`src/inc/mbd_pkg.sv`:
```
// Constants and register map of the media buffer register datapath
package mbd_pkg;

  // ----------------------------------------------------------------
  // Register byte offsets
  // ----------------------------------------------------------------
  localparam logic [4:0] OFS_CMD = 5'h00;
  localparam logic [4:0] OFS_MODE = 5'h04;
  localparam logic [4:0] OFS_SWITCH = 5'h08;
  localparam logic [4:0] OFS_STATUS = 5'h0c;
  localparam logic [4:0] OFS_DATA = 5'h10;
  localparam logic [4:0] OFS_MEMBUF = 5'h14;

  // ----------------------------------------------------------------
  // Command bit positions
  // ----------------------------------------------------------------
  localparam int CMD_START = 0;
  localparam int CMD_CLEAR = 1;
  localparam int CMD_HALT = 2;
  localparam int CMD_EMERG = 3;
  localparam int CMD_READ_IN = 4;
  localparam int CMD_TO_MEM = 5;
  localparam int CMD_IN_SHIFT = 6;
  localparam int CMD_FETCH = 7;
  localparam int CMD_TO_OUT = 8;
  localparam int CMD_OUT_SHIFT = 9;
  localparam int CMD_W = 10;

  // ----------------------------------------------------------------
  // Mode fields and media encodings
  // ----------------------------------------------------------------
  localparam int MODE_IN_LSB = 0;
  localparam int MODE_OUT_LSB = 2;
  localparam int MODE_HOLL = 4;
  localparam int MODE_IGNORE = 5;
  localparam logic [5:0] MODE_RESET = 6'h00;
  localparam logic [1:0] IN_MAG = 2'h0;
  localparam logic [1:0] IN_PAPER = 2'h1;
  localparam logic [1:0] IN_CARD = 2'h2;
  localparam logic [1:0] OUT_PAPER = 2'h1;

  // ----------------------------------------------------------------
  // Mark character codes
  // ----------------------------------------------------------------
  localparam logic [7:0] CODE_DELETE = 8'hff;
  localparam logic [7:0] CODE_BLANK = 8'h00;
  localparam logic [7:0] CODE_STOP = 8'h4f;
  localparam logic [7:0] CODE_EOF = 8'h4e;
  localparam logic [7:0] CODE_SCB = 8'h4d;
  localparam logic [7:0] CODE_SB = 8'h4c;
  localparam logic [7:0] CODE_ECB = 8'h4b;
  localparam logic [7:0] CODE_EOB = 8'h4a;

  // ----------------------------------------------------------------
  // Fill levels of the memory holding register, in bits
  // ----------------------------------------------------------------
  localparam logic [4:0] FILL_EMPTY = 5'h00;
  localparam logic [4:0] FILL_HALF = 5'h08;
  localparam logic [4:0] FILL_FULL = 5'h10;

endpackage

```
`src/rtl/mbd_datapath.sv`:
```
// Input, memory and output holding registers with panel control
`timescale 1ns/1ps
module mbd_datapath
  import mbd_pkg::*;
#(
  parameter int ADDR_W = 9,
  parameter int MEM_WORDS = 336
)
(
  input wire logic REF_CLK,
  input wire logic RESET_N,
  input wire logic [4:0] AVS_ADDRESS,
  input wire logic AVS_READ,
  input wire logic AVS_WRITE,
  input wire logic [31:0] AVS_WRITEDATA,
  input wire logic [3:0] AVS_BYTEENABLE,
  output logic [31:0] AVS_READDATA,
  output logic AVS_WAITREQUEST,
  input wire logic IN_STROBE,
  input wire logic [7:0] IN_DATA,
  output logic [7:0] FWD_CONV_IN,
  input wire logic [15:0] FWD_CONV_DATA,
  input wire logic FWD_CONV_ERR,
  output logic [ADDR_W-1:0] MEM_ADDR,
  output logic [15:0] MEM_WDATA,
  output logic MEM_WE,
  output logic MEM_RD,
  input wire logic [15:0] MEM_RDATA,
  output logic [15:0] REV_CONV_IN,
  input wire logic [7:0] REV_CONV_DATA,
  output logic [7:0] OUT_DATA,
  output logic OUT_STROBE,
  input wire logic OUT_DEV_ERR,
  output logic RUNNING
);

  // ----------------------------------------------------------------
  // State
  // ----------------------------------------------------------------
  logic ack_r;
  logic [31:0] rdata_r;
  logic [5:0] mode_r;
  logic [22:0] switch_r;
  logic [7:0] in_r;
  logic [15:0] mem_r;
  logic [15:0] mem_nxt;
  logic [4:0] fill_r;
  logic [4:0] fill_nxt;
  logic [ADDR_W-1:0] addr_r;
  logic wr_pend_r;
  logic rd_pend_r;
  logic [7:0] out_r;
  logic out_stb_r;
  logic running_r;
  logic running_nxt;
  logic halt_pend_r;
  logic emerg_pend_r;
  logic in_err_r;
  logic out_err_r;
  logic par_err_r;

  // ----------------------------------------------------------------
  // Bus decode
  // ----------------------------------------------------------------
  wire access = AVS_READ | AVS_WRITE;
  wire wr_take = AVS_WRITE & ack_r;
  wire [31:0] be_mask = {{8{AVS_BYTEENABLE[3]}}, {8{AVS_BYTEENABLE[2]}},
                         {8{AVS_BYTEENABLE[1]}}, {8{AVS_BYTEENABLE[0]}}};
  wire [31:0] wdata = AVS_WRITEDATA & be_mask;
  wire sel_cmd = AVS_ADDRESS[4:2] == OFS_CMD[4:2];
  wire sel_mode = AVS_ADDRESS[4:2] == OFS_MODE[4:2];
  wire sel_switch = AVS_ADDRESS[4:2] == OFS_SWITCH[4:2];
  wire [CMD_W-1:0] cmd = (wr_take & sel_cmd) ? wdata[CMD_W-1:0] : '0;
  wire cmd_clear = cmd[CMD_CLEAR];
  wire clr = !RESET_N | cmd_clear;

  // ----------------------------------------------------------------
  // Mode selection
  // ----------------------------------------------------------------
  wire [1:0] in_media = mode_r[MODE_IN_LSB +: 2];
  wire [1:0] out_media = mode_r[MODE_OUT_LSB +: 2];
  wire holl = mode_r[MODE_HOLL];
  wire ignore_err = mode_r[MODE_IGNORE];
  wire paper_in = in_media == IN_PAPER;
  wire card_in = in_media == IN_CARD;
  wire paper_out = out_media == OUT_PAPER;
  wire fwd_sel = holl & ~card_in;
  wire rev_sel = holl & card_in;
  wire [7:0] input_switch_reg = switch_r[7:0];
  wire [6:0] mark_sw = switch_r[14:8];
  wire [6:0] key_sw = switch_r[22:16];

  // ----------------------------------------------------------------
  // Input holding register decodes
  // ----------------------------------------------------------------
  wire in_even = ~^in_r;
  wire in_par_ok = paper_in ? in_even : ~in_even;
  wire in_control = paper_in ? (in_r[5] == in_r[6]) : ~in_r[6];
  wire det_delete = in_r == CODE_DELETE;
  wire det_blank = in_r == CODE_BLANK;
  wire det_stop = in_r == CODE_STOP;
  wire det_eof = in_r == CODE_EOF;
  wire det_scb = in_r == CODE_SCB;
  wire det_sb = in_r == CODE_SB;
  wire det_mark = in_r[6:0] == mark_sw;
  wire det_key = (in_media == IN_MAG) & (in_r[6:0] == key_sw);
  wire [8:0] in_flags = {det_key, det_mark, in_even, det_sb, det_scb,
                         det_eof, det_stop, det_blank, det_delete};

  // Paper tape to stored format: data bit forced, odd parity rebuilt
  wire [6:0] fmt7 = {in_r[5] ^ in_r[6], in_r[5:0]};
  wire [7:0] stored_byte = paper_in ? {~^fmt7, fmt7} : in_r;

  // ----------------------------------------------------------------
  // Memory and output holding register decodes
  // ----------------------------------------------------------------
  wire [7:0] hi_byte = mem_r[15:8];
  wire mem_eob = (hi_byte == CODE_EOB) | (mem_r[7:0] == CODE_EOB);
  wire [6:0] pt7 = {hi_byte[6] ? ~hi_byte[5] : hi_byte[5], hi_byte[5:0]};
  wire [7:0] direct_out = paper_out ? {^pt7, pt7} : hi_byte;
  wire out_end = (out_r == CODE_EOF) | (out_r == CODE_ECB) |
                 (out_r == CODE_EOB);
  wire out_start = (out_r == CODE_SB) | (out_r == CODE_SCB);
  wire rd_par_bad = ~^MEM_RDATA[15:8] | ~^MEM_RDATA[7:0];

  // ----------------------------------------------------------------
  // Operation strobes; each shift yields to its parallel move
  // ----------------------------------------------------------------
  wire run = running_r;
  wire busy = wr_pend_r | rd_pend_r;
  wire to_mem_go = run & cmd[CMD_TO_MEM] & ~busy;
  wire fwd_take = to_mem_go & fwd_sel & (fill_r == FILL_EMPTY) &
                  ~FWD_CONV_ERR;
  wire dir_take = to_mem_go & ~fwd_sel & (fill_r <= FILL_HALF) &
                  in_par_ok;
  wire in_err_ev = to_mem_go & (fwd_sel ? FWD_CONV_ERR : ~in_par_ok);
  wire in_shift_go = run & cmd[CMD_IN_SHIFT] & ~busy & ~to_mem_go &
                     (fill_r < FILL_FULL);
  wire fetch_go = run & cmd[CMD_FETCH] & ~busy & (fill_r == FILL_EMPTY);
  wire to_out_go = run & cmd[CMD_TO_OUT] & ~busy &
                   (rev_sel ? (fill_r == FILL_FULL) : (fill_r >= FILL_HALF));
  wire out_shift_go = run & cmd[CMD_OUT_SHIFT] & ~busy & ~to_out_go &
                      (fill_r != FILL_EMPTY);
  wire out_err_ev = run & OUT_DEV_ERR;
  wire out_cycle_end = (to_out_go & (rev_sel | (fill_r == FILL_HALF))) |
                       (out_shift_go & (fill_r == 5'h01));
  wire op_cycle = (run & IN_STROBE) | to_mem_go | in_shift_go | fetch_go |
                  to_out_go | out_shift_go | busy;
  wire halt_now = (emerg_pend_r & op_cycle) |
                  (halt_pend_r & out_cycle_end) |
                  ((in_err_ev | out_err_ev) & ~ignore_err);
  wire [ADDR_W-1:0] addr_inc = (addr_r == ADDR_W'(MEM_WORDS - 1)) ?
                               '0 : addr_r + 1'b1;

  // Next contents and fill level of the memory holding register
  always_comb
  begin
    mem_nxt = mem_r;
    fill_nxt = fill_r;
    if (wr_pend_r)
    begin
      fill_nxt = FILL_EMPTY;
    end
    else if (rd_pend_r)
    begin
      mem_nxt = MEM_RDATA;
      fill_nxt = FILL_FULL;
    end
    else if (fwd_take)
    begin
      mem_nxt = FWD_CONV_DATA;
      fill_nxt = FILL_FULL;
    end
    else if (dir_take)
    begin
      mem_nxt = {mem_r[7:0], stored_byte};
      fill_nxt = fill_r + FILL_HALF;
    end
    else if (in_shift_go)
    begin
      mem_nxt = {mem_r[14:0], in_r[5]};
      fill_nxt = fill_r + 5'h01;
    end
    else if (to_out_go)
    begin
      mem_nxt = rev_sel ? 16'h0000 : {mem_r[7:0], 8'h00};
      fill_nxt = rev_sel ? FILL_EMPTY : fill_r - FILL_HALF;
    end
    else if (out_shift_go)
    begin
      mem_nxt = {mem_r[14:0], 1'b0};
      fill_nxt = fill_r - 5'h01;
    end
  end

  // Run control
  always_comb
  begin
    running_nxt = running_r;
    if (cmd[CMD_START])
    begin
      running_nxt = 1'b1;
    end
    if (halt_now)
    begin
      running_nxt = 1'b0;
    end
  end

  // ----------------------------------------------------------------
  // Bus slave: one wait cycle, then answer
  // ----------------------------------------------------------------
  always_ff @(posedge REF_CLK)
  begin
    if (!RESET_N)
    begin
      ack_r <= 1'b0;
      rdata_r <= 32'h0000_0000;
    end
    else
    begin
      ack_r <= access & ~ack_r;
      if (AVS_READ & ~ack_r)
      begin
        unique case (AVS_ADDRESS[4:2])
          OFS_MODE[4:2]: rdata_r <= {26'h0, mode_r};
          OFS_SWITCH[4:2]: rdata_r <= {9'h0, switch_r};
          OFS_STATUS[4:2]: rdata_r <= {8'h0, fill_r, out_start, out_end,
                                      mem_eob, in_flags, in_control,
                                      emerg_pend_r, halt_pend_r, par_err_r,
                                      out_err_r, in_err_r, running_r};
          OFS_DATA[4:2]: rdata_r <= {7'h0, 9'(addr_r), out_r, in_r};
          OFS_MEMBUF[4:2]: rdata_r <= {16'h0, mem_r};
          default: rdata_r <= 32'h0000_0000;
        endcase
      end
    end
  end

  // Panel switch settings, kept across clear
  always_ff @(posedge REF_CLK)
  begin
    if (!RESET_N)
    begin
      mode_r <= MODE_RESET;
      switch_r <= 23'h000000;
    end
    else if (wr_take & sel_mode)
    begin
      mode_r <= (mode_r & ~be_mask[5:0]) | wdata[5:0];
    end
    else if (wr_take & sel_switch)
    begin
      switch_r <= (switch_r & ~be_mask[22:0]) | wdata[22:0];
    end
  end

  // ----------------------------------------------------------------
  // Datapath registers
  // ----------------------------------------------------------------
  always_ff @(posedge REF_CLK)
  begin
    if (clr)
    begin
      in_r <= 8'h00;
      mem_r <= 16'h0000;
      fill_r <= FILL_EMPTY;
      addr_r <= '0;
      wr_pend_r <= 1'b0;
      rd_pend_r <= 1'b0;
    end
    else
    begin
      mem_r <= mem_nxt;
      fill_r <= fill_nxt;
      wr_pend_r <= (fwd_take | dir_take | in_shift_go) &
                   (fill_nxt == FILL_FULL);
      rd_pend_r <= fetch_go;
      if (busy)
      begin
        addr_r <= addr_inc;
      end
      if (cmd[CMD_READ_IN])
      begin
        in_r <= input_switch_reg;
      end
      else if (run & IN_STROBE)
      begin
        in_r <= IN_DATA;
      end
      else if (in_shift_go)
      begin
        in_r <= {in_r[7:6], in_r[4:0], 1'b0};
      end
    end
  end

  // Output holding register and its strobe
  always_ff @(posedge REF_CLK)
  begin
    if (clr)
    begin
      out_r <= 8'h00;
      out_stb_r <= 1'b0;
    end
    else
    begin
      out_stb_r <= to_out_go;
      if (to_out_go)
      begin
        out_r <= rev_sel ? REV_CONV_DATA : direct_out;
      end
      else if (out_shift_go)
      begin
        out_r <= {out_r[7:6], out_r[4:0], mem_r[15]};
      end
    end
  end

  // Run, halt requests and latched errors; a new error beats clear
  always_ff @(posedge REF_CLK)
  begin
    if (!RESET_N)
    begin
      running_r <= 1'b0;
      halt_pend_r <= 1'b0;
      emerg_pend_r <= 1'b0;
      in_err_r <= 1'b0;
      out_err_r <= 1'b0;
      par_err_r <= 1'b0;
    end
    else
    begin
      running_r <= cmd_clear ? 1'b0 : running_nxt;
      halt_pend_r <= ~cmd_clear & ~halt_now &
                     (halt_pend_r | (run & cmd[CMD_HALT]));
      emerg_pend_r <= ~cmd_clear & ~(emerg_pend_r & op_cycle) &
                      (emerg_pend_r | (run & cmd[CMD_EMERG]));
      in_err_r <= (in_err_r & ~cmd_clear) | in_err_ev;
      out_err_r <= (out_err_r & ~cmd_clear) | out_err_ev;
      par_err_r <= (par_err_r & ~cmd_clear) |
                   (rd_pend_r & rd_par_bad);
    end
  end

  // ----------------------------------------------------------------
  // Outputs
  // ----------------------------------------------------------------
  assign AVS_WAITREQUEST = access & ~ack_r;
  assign AVS_READDATA = rdata_r;
  assign FWD_CONV_IN = in_r;
  assign REV_CONV_IN = mem_r;
  assign MEM_ADDR = addr_r;
  assign MEM_WDATA = mem_r;
  assign MEM_WE = wr_pend_r;
  assign MEM_RD = fetch_go;
  assign OUT_DATA = out_r;
  assign OUT_STROBE = out_stb_r;
  assign RUNNING = running_r;
endmodule

```
`config.mk`:
```
export PLATFORM = sky130hd
export DESIGN_NAME = mbd_datapath
export DESIGN_NICKNAME = d
export VERILOG_FILES = /design/src/inc/mbd_pkg.sv /design/src/rtl/mbd_datapath.sv
export SDC_FILE = /design/constraint.sdc
export NUM_CORES = 1
export LEC_CHECK = 0
export BUFFER_PORTS_ARGS = -buffer_cell sky130_fd_sc_hd__clkbuf_2
export CORE_MARGIN = 3
export CORE_UTILIZATION = 31
export DETAILED_ROUTE_END_ITERATION = 8
export PLACE_DENSITY_LB_ADDON = 0.12
export SYNTH_ARGS = -nofsm -noshare
export SYNTH_HDL_FRONTEND = slang
export SYNTH_SLANG_ARGS = --single-unit
```
`constraint.sdc`:
```
create_clock -name REF_CLK -period 3.8 [get_ports REF_CLK]
set_input_delay 0.76 -clock REF_CLK [delete_from_list [all_inputs] [get_ports REF_CLK]]
set_output_delay 0.76 -clock REF_CLK [all_outputs]
set_load 0.01 [all_outputs]
```
==> results_tabular.tex <==
\begin{tabular}{lr}
\hline
Metric & Value \\
\hline
\multicolumn{2}{l}{\textbf{Run status}} \\
\quad Outcome & completed \\
\multicolumn{2}{l}{\textbf{Synthesis}} \\
\quad Async SR Flop Fraction & 0\% \\
\quad Number of unique standard cell types used by synthesis & 73 \\
\quad Most frequent cell after synthesis & sky130\_fd\_sc\_hd\_\_dfxtp\_1 \\
\quad Yosys synthesis warning count & 0 \\
\quad EDFF count, synth & 0 \\
\quad Number of flip-flops and latches in the synthesized netlist & 110 \\
\quad Synthesized netlist cell count & 859 \\
\quad Post-synth top cells & 110 x sky130\_fd\_sc\_hd\_\_dfxtp\_1, 84 x sky130\_fd\_sc\_hd\_\_nand2\_1, 59 x sky130\_fd\_sc\_hd\_\_nor2\_1 \\
\quad Cells taking the most area after synthesis & sky130\_fd\_sc\_hd\_\_dfxtp\_1 31\%, sky130\_fd\_sc\_hd\_\_mux2i\_1 7.2\%, sky130\_fd\_sc\_hd\_\_nand2\_1 4.5\% \\
\quad Leading area contributor after synthesis & sky130\_fd\_sc\_hd\_\_dfxtp\_1 \\
\quad Fraction of the yosys area taken by sequential cells & 31.24\% \\
\quad Cell Area, Synth & 7049 um2 \\
\quad Area share of the leading cell type in the synthesized netlist & 31.24\% \\
\quad Post-Syn Area per Cell & 8.206 um2 \\
\quad Top\_reg\_cell synth & sky130\_fd\_sc\_hd\_\_dfxtp\_1 \\
\multicolumn{2}{l}{\textbf{Critical path}} \\
\quad Required time of the critical path & 4.10 ns \\
\quad Max stage delay cell, worst path & sky130\_fd\_sc\_hd\_\_a21oi\_1 \\
\quad Sort of element at the end of the critical path & flop \\
\quad Startpoint of the most critical register-to-register path & FWD\_CONV\_IN[0]\$\_SDFFE\_PP0P\_ \\
\quad Top cell by count, worst path & sky130\_fd\_sc\_hd\_\_a21oi\_1 \\
\quad Worst Setup Start Kind & flop \\
\quad Cells traversed along the worst timing path & inv\_1, ha\_1, xnor3\_1, xnor2\_1, mux2i\_1, buf\_4, or2\_2, a21oi\_1, a211oi\_1, a21oi\_1 \\
\quad Critical-path maximum fanout & 8 \\
\quad Classification of the worst setup path & flop to flop \\
\quad CP startpoint & FWD\_CONV\_IN[0]\$\_SDFFE\_PP0P\_ \\
\quad Slowest Stage Delay on Critical Path & 0.54 ns \\
\quad Worst Path Arrival & 3.50 ns \\
\multicolumn{2}{l}{\textbf{Timing}} \\
\quad Max transition margin & 37.36\% \\
\quad Worst Tran Pin Value & 0.9324 ns \\
\quad RSZ-0062 raised after global routing & no \\
\quad Portion of the clock cycle consumed by the worst path in the final layout & 84.26\% \\
\quad Total negative slack & 0 ns \\
\quad Smallest setup slack after layout & 0.5980 ns \\
\quad Number of hold violations in the final report & 0 \\
\quad Final max-slew violation count & 0 \\
\quad Final Critical Period & 3.202 ns \\
\quad Peak Freq & 312.3 MHz \\
\quad Clock Skews & 0.01566 ns \\
\quad Number of setup violations in the final report & 0 \\
\multicolumn{2}{l}{\textbf{Floorplanning}} \\
\quad Area enclosed by the die boundary & 24580 um2 \\
\quad Chip width & 156.8 um \\
\quad Floorplan Core Area & 22090 um2 \\
\quad Overall die height & 156.8 um \\
\quad Initial Utilization & 31.91\% \\
\quad Standard-cell row count & 54 \\
\quad Number of top-level pins & 190 \\
\multicolumn{2}{l}{\textbf{Power and ir drop}} \\
\quad Reg power frac & 47.3\% \\
\quad Peak supply drop & 0.0001729 V \\
\quad Power Dens Cells & 289.3 nW/um2 \\
\quad Switching power share of the total & 25.48\% \\
\quad Reported net switching power & 0.0006249 W \\
\quad Lkg Pwr & 3.414 nW \\
\quad Combinational Power Share & 8.7\% \\
\quad Share of total power in the clock network & 44.1\% \\
\quad Internal power summed over all cells & 0.001828 W \\
\multicolumn{2}{l}{\textbf{Layout}} \\
\quad Fill cell instance count of the final layout & 2343 \\
\quad Share of final-layout standard cells stronger than drive strength 1 & 24.25\% \\
\quad Diodes inserted & 0 \\
\quad Area of the multi-input gates & 4374 um2 \\
\quad Signed area change from the synthesized netlist to the final layout & 20.25\% \\
\quad Area taken by flip-flops and latches & 2202 um2 \\
\quad Net count of the finished layout & 1118 \\
\multicolumn{2}{l}{\textbf{Clock network}} \\
\quad Number of buffers added to fix hold violations after cts & 0 \\
\quad CTS tree & built \\
\quad Buffer levels on the longest clock path & 2 \\
\quad Clk Tree Root Cell & sky130\_fd\_sc\_hd\_\_clkbuf\_16 \\
\quad H-tree Lvls & 3 \\
\quad Post-CTS setup buffer count & 0 \\
\quad Number of gates resized after CTS & 0 \\
\quad Number of sinks driven by the clock tree & 110 \\
\quad Number of CTS-inserted buffers & 9 \\
\quad Worst-Skew Late Latency & 0.37 ns \\
\quad Clock-pin slew on the worst setup and hold paths & 0.08 ns \\
\multicolumn{2}{l}{\textbf{Detailed routing}} \\
\quad Routed length per instance & 20.97 um \\
\quad DRT iter0 DRCs & 565 \\
\quad Per-cell via count in the routed design & 5.349 \\
\quad Antenna viol nets, final & 0 \\
\quad Total DRC errors in the routed layout & 0 \\
\quad Vias after detailed routing & 6879 \\
\quad Post-detailed-routing wire length & 26.97 mm \\
\quad First drt pass iteration count & 5 \\
\multicolumn{2}{l}{\textbf{Hold path}} \\
\quad Path category of the worst min-delay check & flop to flop \\
\quad Hold wc startpoint & in\_err\_r\$\_SDFF\_PN0\_ \\
\multicolumn{2}{l}{\textbf{GRT}} \\
\quad Total global routing overflow & 0 \\
\quad Number of global-route vias before repair & 6658 \\
\quad Number of antenna violations at the first check in global routing & 0 \\
\quad GR Util All Layers & 21.63\% \\
\quad First-pass GRT wire length & 40.57 mm \\
\quad Maximum number of pins on one net before global-route repair & 43 \\
\multicolumn{2}{l}{\textbf{Placed design}} \\
\quad Total half-perimeter wirelength after legalization and detailed placement & 20.58 mm \\
\quad IO Port Bufs & 170 \\
\quad Pre-CTS WS & 0.5418 ns \\
\quad RD Place Congestion & 0.9270 \\
\multicolumn{2}{l}{\textbf{Job}} \\
\quad Number of maximum-capacitance violations & 0 \\
\hline
\end{tabular}
## layout by cell type, fill, tap and decap left out, types with 18 or more instances in the layout
master,Yosys,routed
sky130_fd_sc_hd__nand4_1,18,18
sky130_fd_sc_hd__nor2_1,59,59
sky130_fd_sc_hd__ha_1,21,21
sky130_fd_sc_hd__nor2b_1,46,46
sky130_fd_sc_hd__a21oi_1,36,36
sky130_fd_sc_hd__nand2_1,84,84
sky130_fd_sc_hd__inv_1,26,26
sky130_fd_sc_hd__o21ai_0,31,31
sky130_fd_sc_hd__dfxtp_1,110,110
sky130_fd_sc_hd__clkbuf_2,0,170
sky130_fd_sc_hd__a22oi_1,30,30
sky130_fd_sc_hd__xnor2_1,32,32
sky130_fd_sc_hd__mux2i_1,51,51
sky130_fd_sc_hd__buf_4,23,34
sky130_fd_sc_hd__nand3_1,26,26
## cell type report
cell class,instances,area share [%]
Inverter,26,1.151
Clock inverter,7,1.196
Tap cell,280,4.133
Clock buffer,9,2.657
Multi-Input combinational cell,649,51.60
Timing Repair Buffer,205,13.28
Sequential cell,110,25.98
## metrics by stage
stage,cell area (um2),cells,util [%],hold WS (ns),total power (W)
after global routing,8477,1286,38.37,0.4777,0.002535
after detailed placement,8150,1270,36.89,0.4359,0.001398
after CTS,8477,1286,38.37,0.4480,0.002475
after floorplan,7072,865,-,0.4177,0.001299
after global placement,8150,1270,36.89,0.4353,0.001398
final,8477,1286,38.37,0.4513,0.002453
## worst paths after layout
check	endpoint	slack, ns	cells past startpoint
worst max-delay path	MEM_WDATA[14]$_SDFFE_PP0P_	0.60	10
worst min-delay path	in_err_r$_SDFF_PN0_	0.45	2
worst min register to register	in_err_r$_SDFF_PN0_	0.45	2
worst max register to register	MEM_WDATA[14]$_SDFFE_PP0P_	0.60	10
## worst max-delay path: cells and delay by family (launching register included)
kind,cells,cell delay (ns)
compound gates,3,0.86
xor+xnor,2,0.85
fa+ha+maj,1,0.31
buf+inv,2,0.23
flops,1,0.34
mux,1,0.15
simple gates,1,0.39
## layer usage
metal | track usage (%) | routed length, um | up-vias
met2 | 32.07 | 11610 | 280
met4 | 8.795 | 896 | 0
met5 | 0 | 0 | -
li1 | - | - | 3352
met3 | 3.263 | 1562 | 50
met1 | 31.25 | 12900 | 3197
## kinds of logic after synthesis
family | after synthesis | synth area share, %
and+or+nand+nor | 310 | 23.02
AOI/OAI and AO/OA | 200 | 19.49
DFF | 110 | 31.24
buffers and inverters | 106 | 7.135
muxes | 63 | 9.159
xor gates and xnor gates | 47 | 6.035
adders and majority gates | 22 | 3.869
other | 1 | 0.05320
## power groups by stage
| stage | combinational [W] | clock (W) | sequential (W) |
|---|---|---|---|
| after floorplan | 0.000113 | 0 | 0.00119 |
| after global placement | 0.000212 | 0 | 0.00119 |
| after detailed placement | 0.000211 | 0 | 0.00119 |
| after CTS | 0.000212 | 0.00110 | 0.00116 |
| after global routing | 0.000229 | 0.00115 | 0.00116 |
| final | 0.000213 | 0.00108 | 0.00116 |
Power figures use the tool's default switching activity.
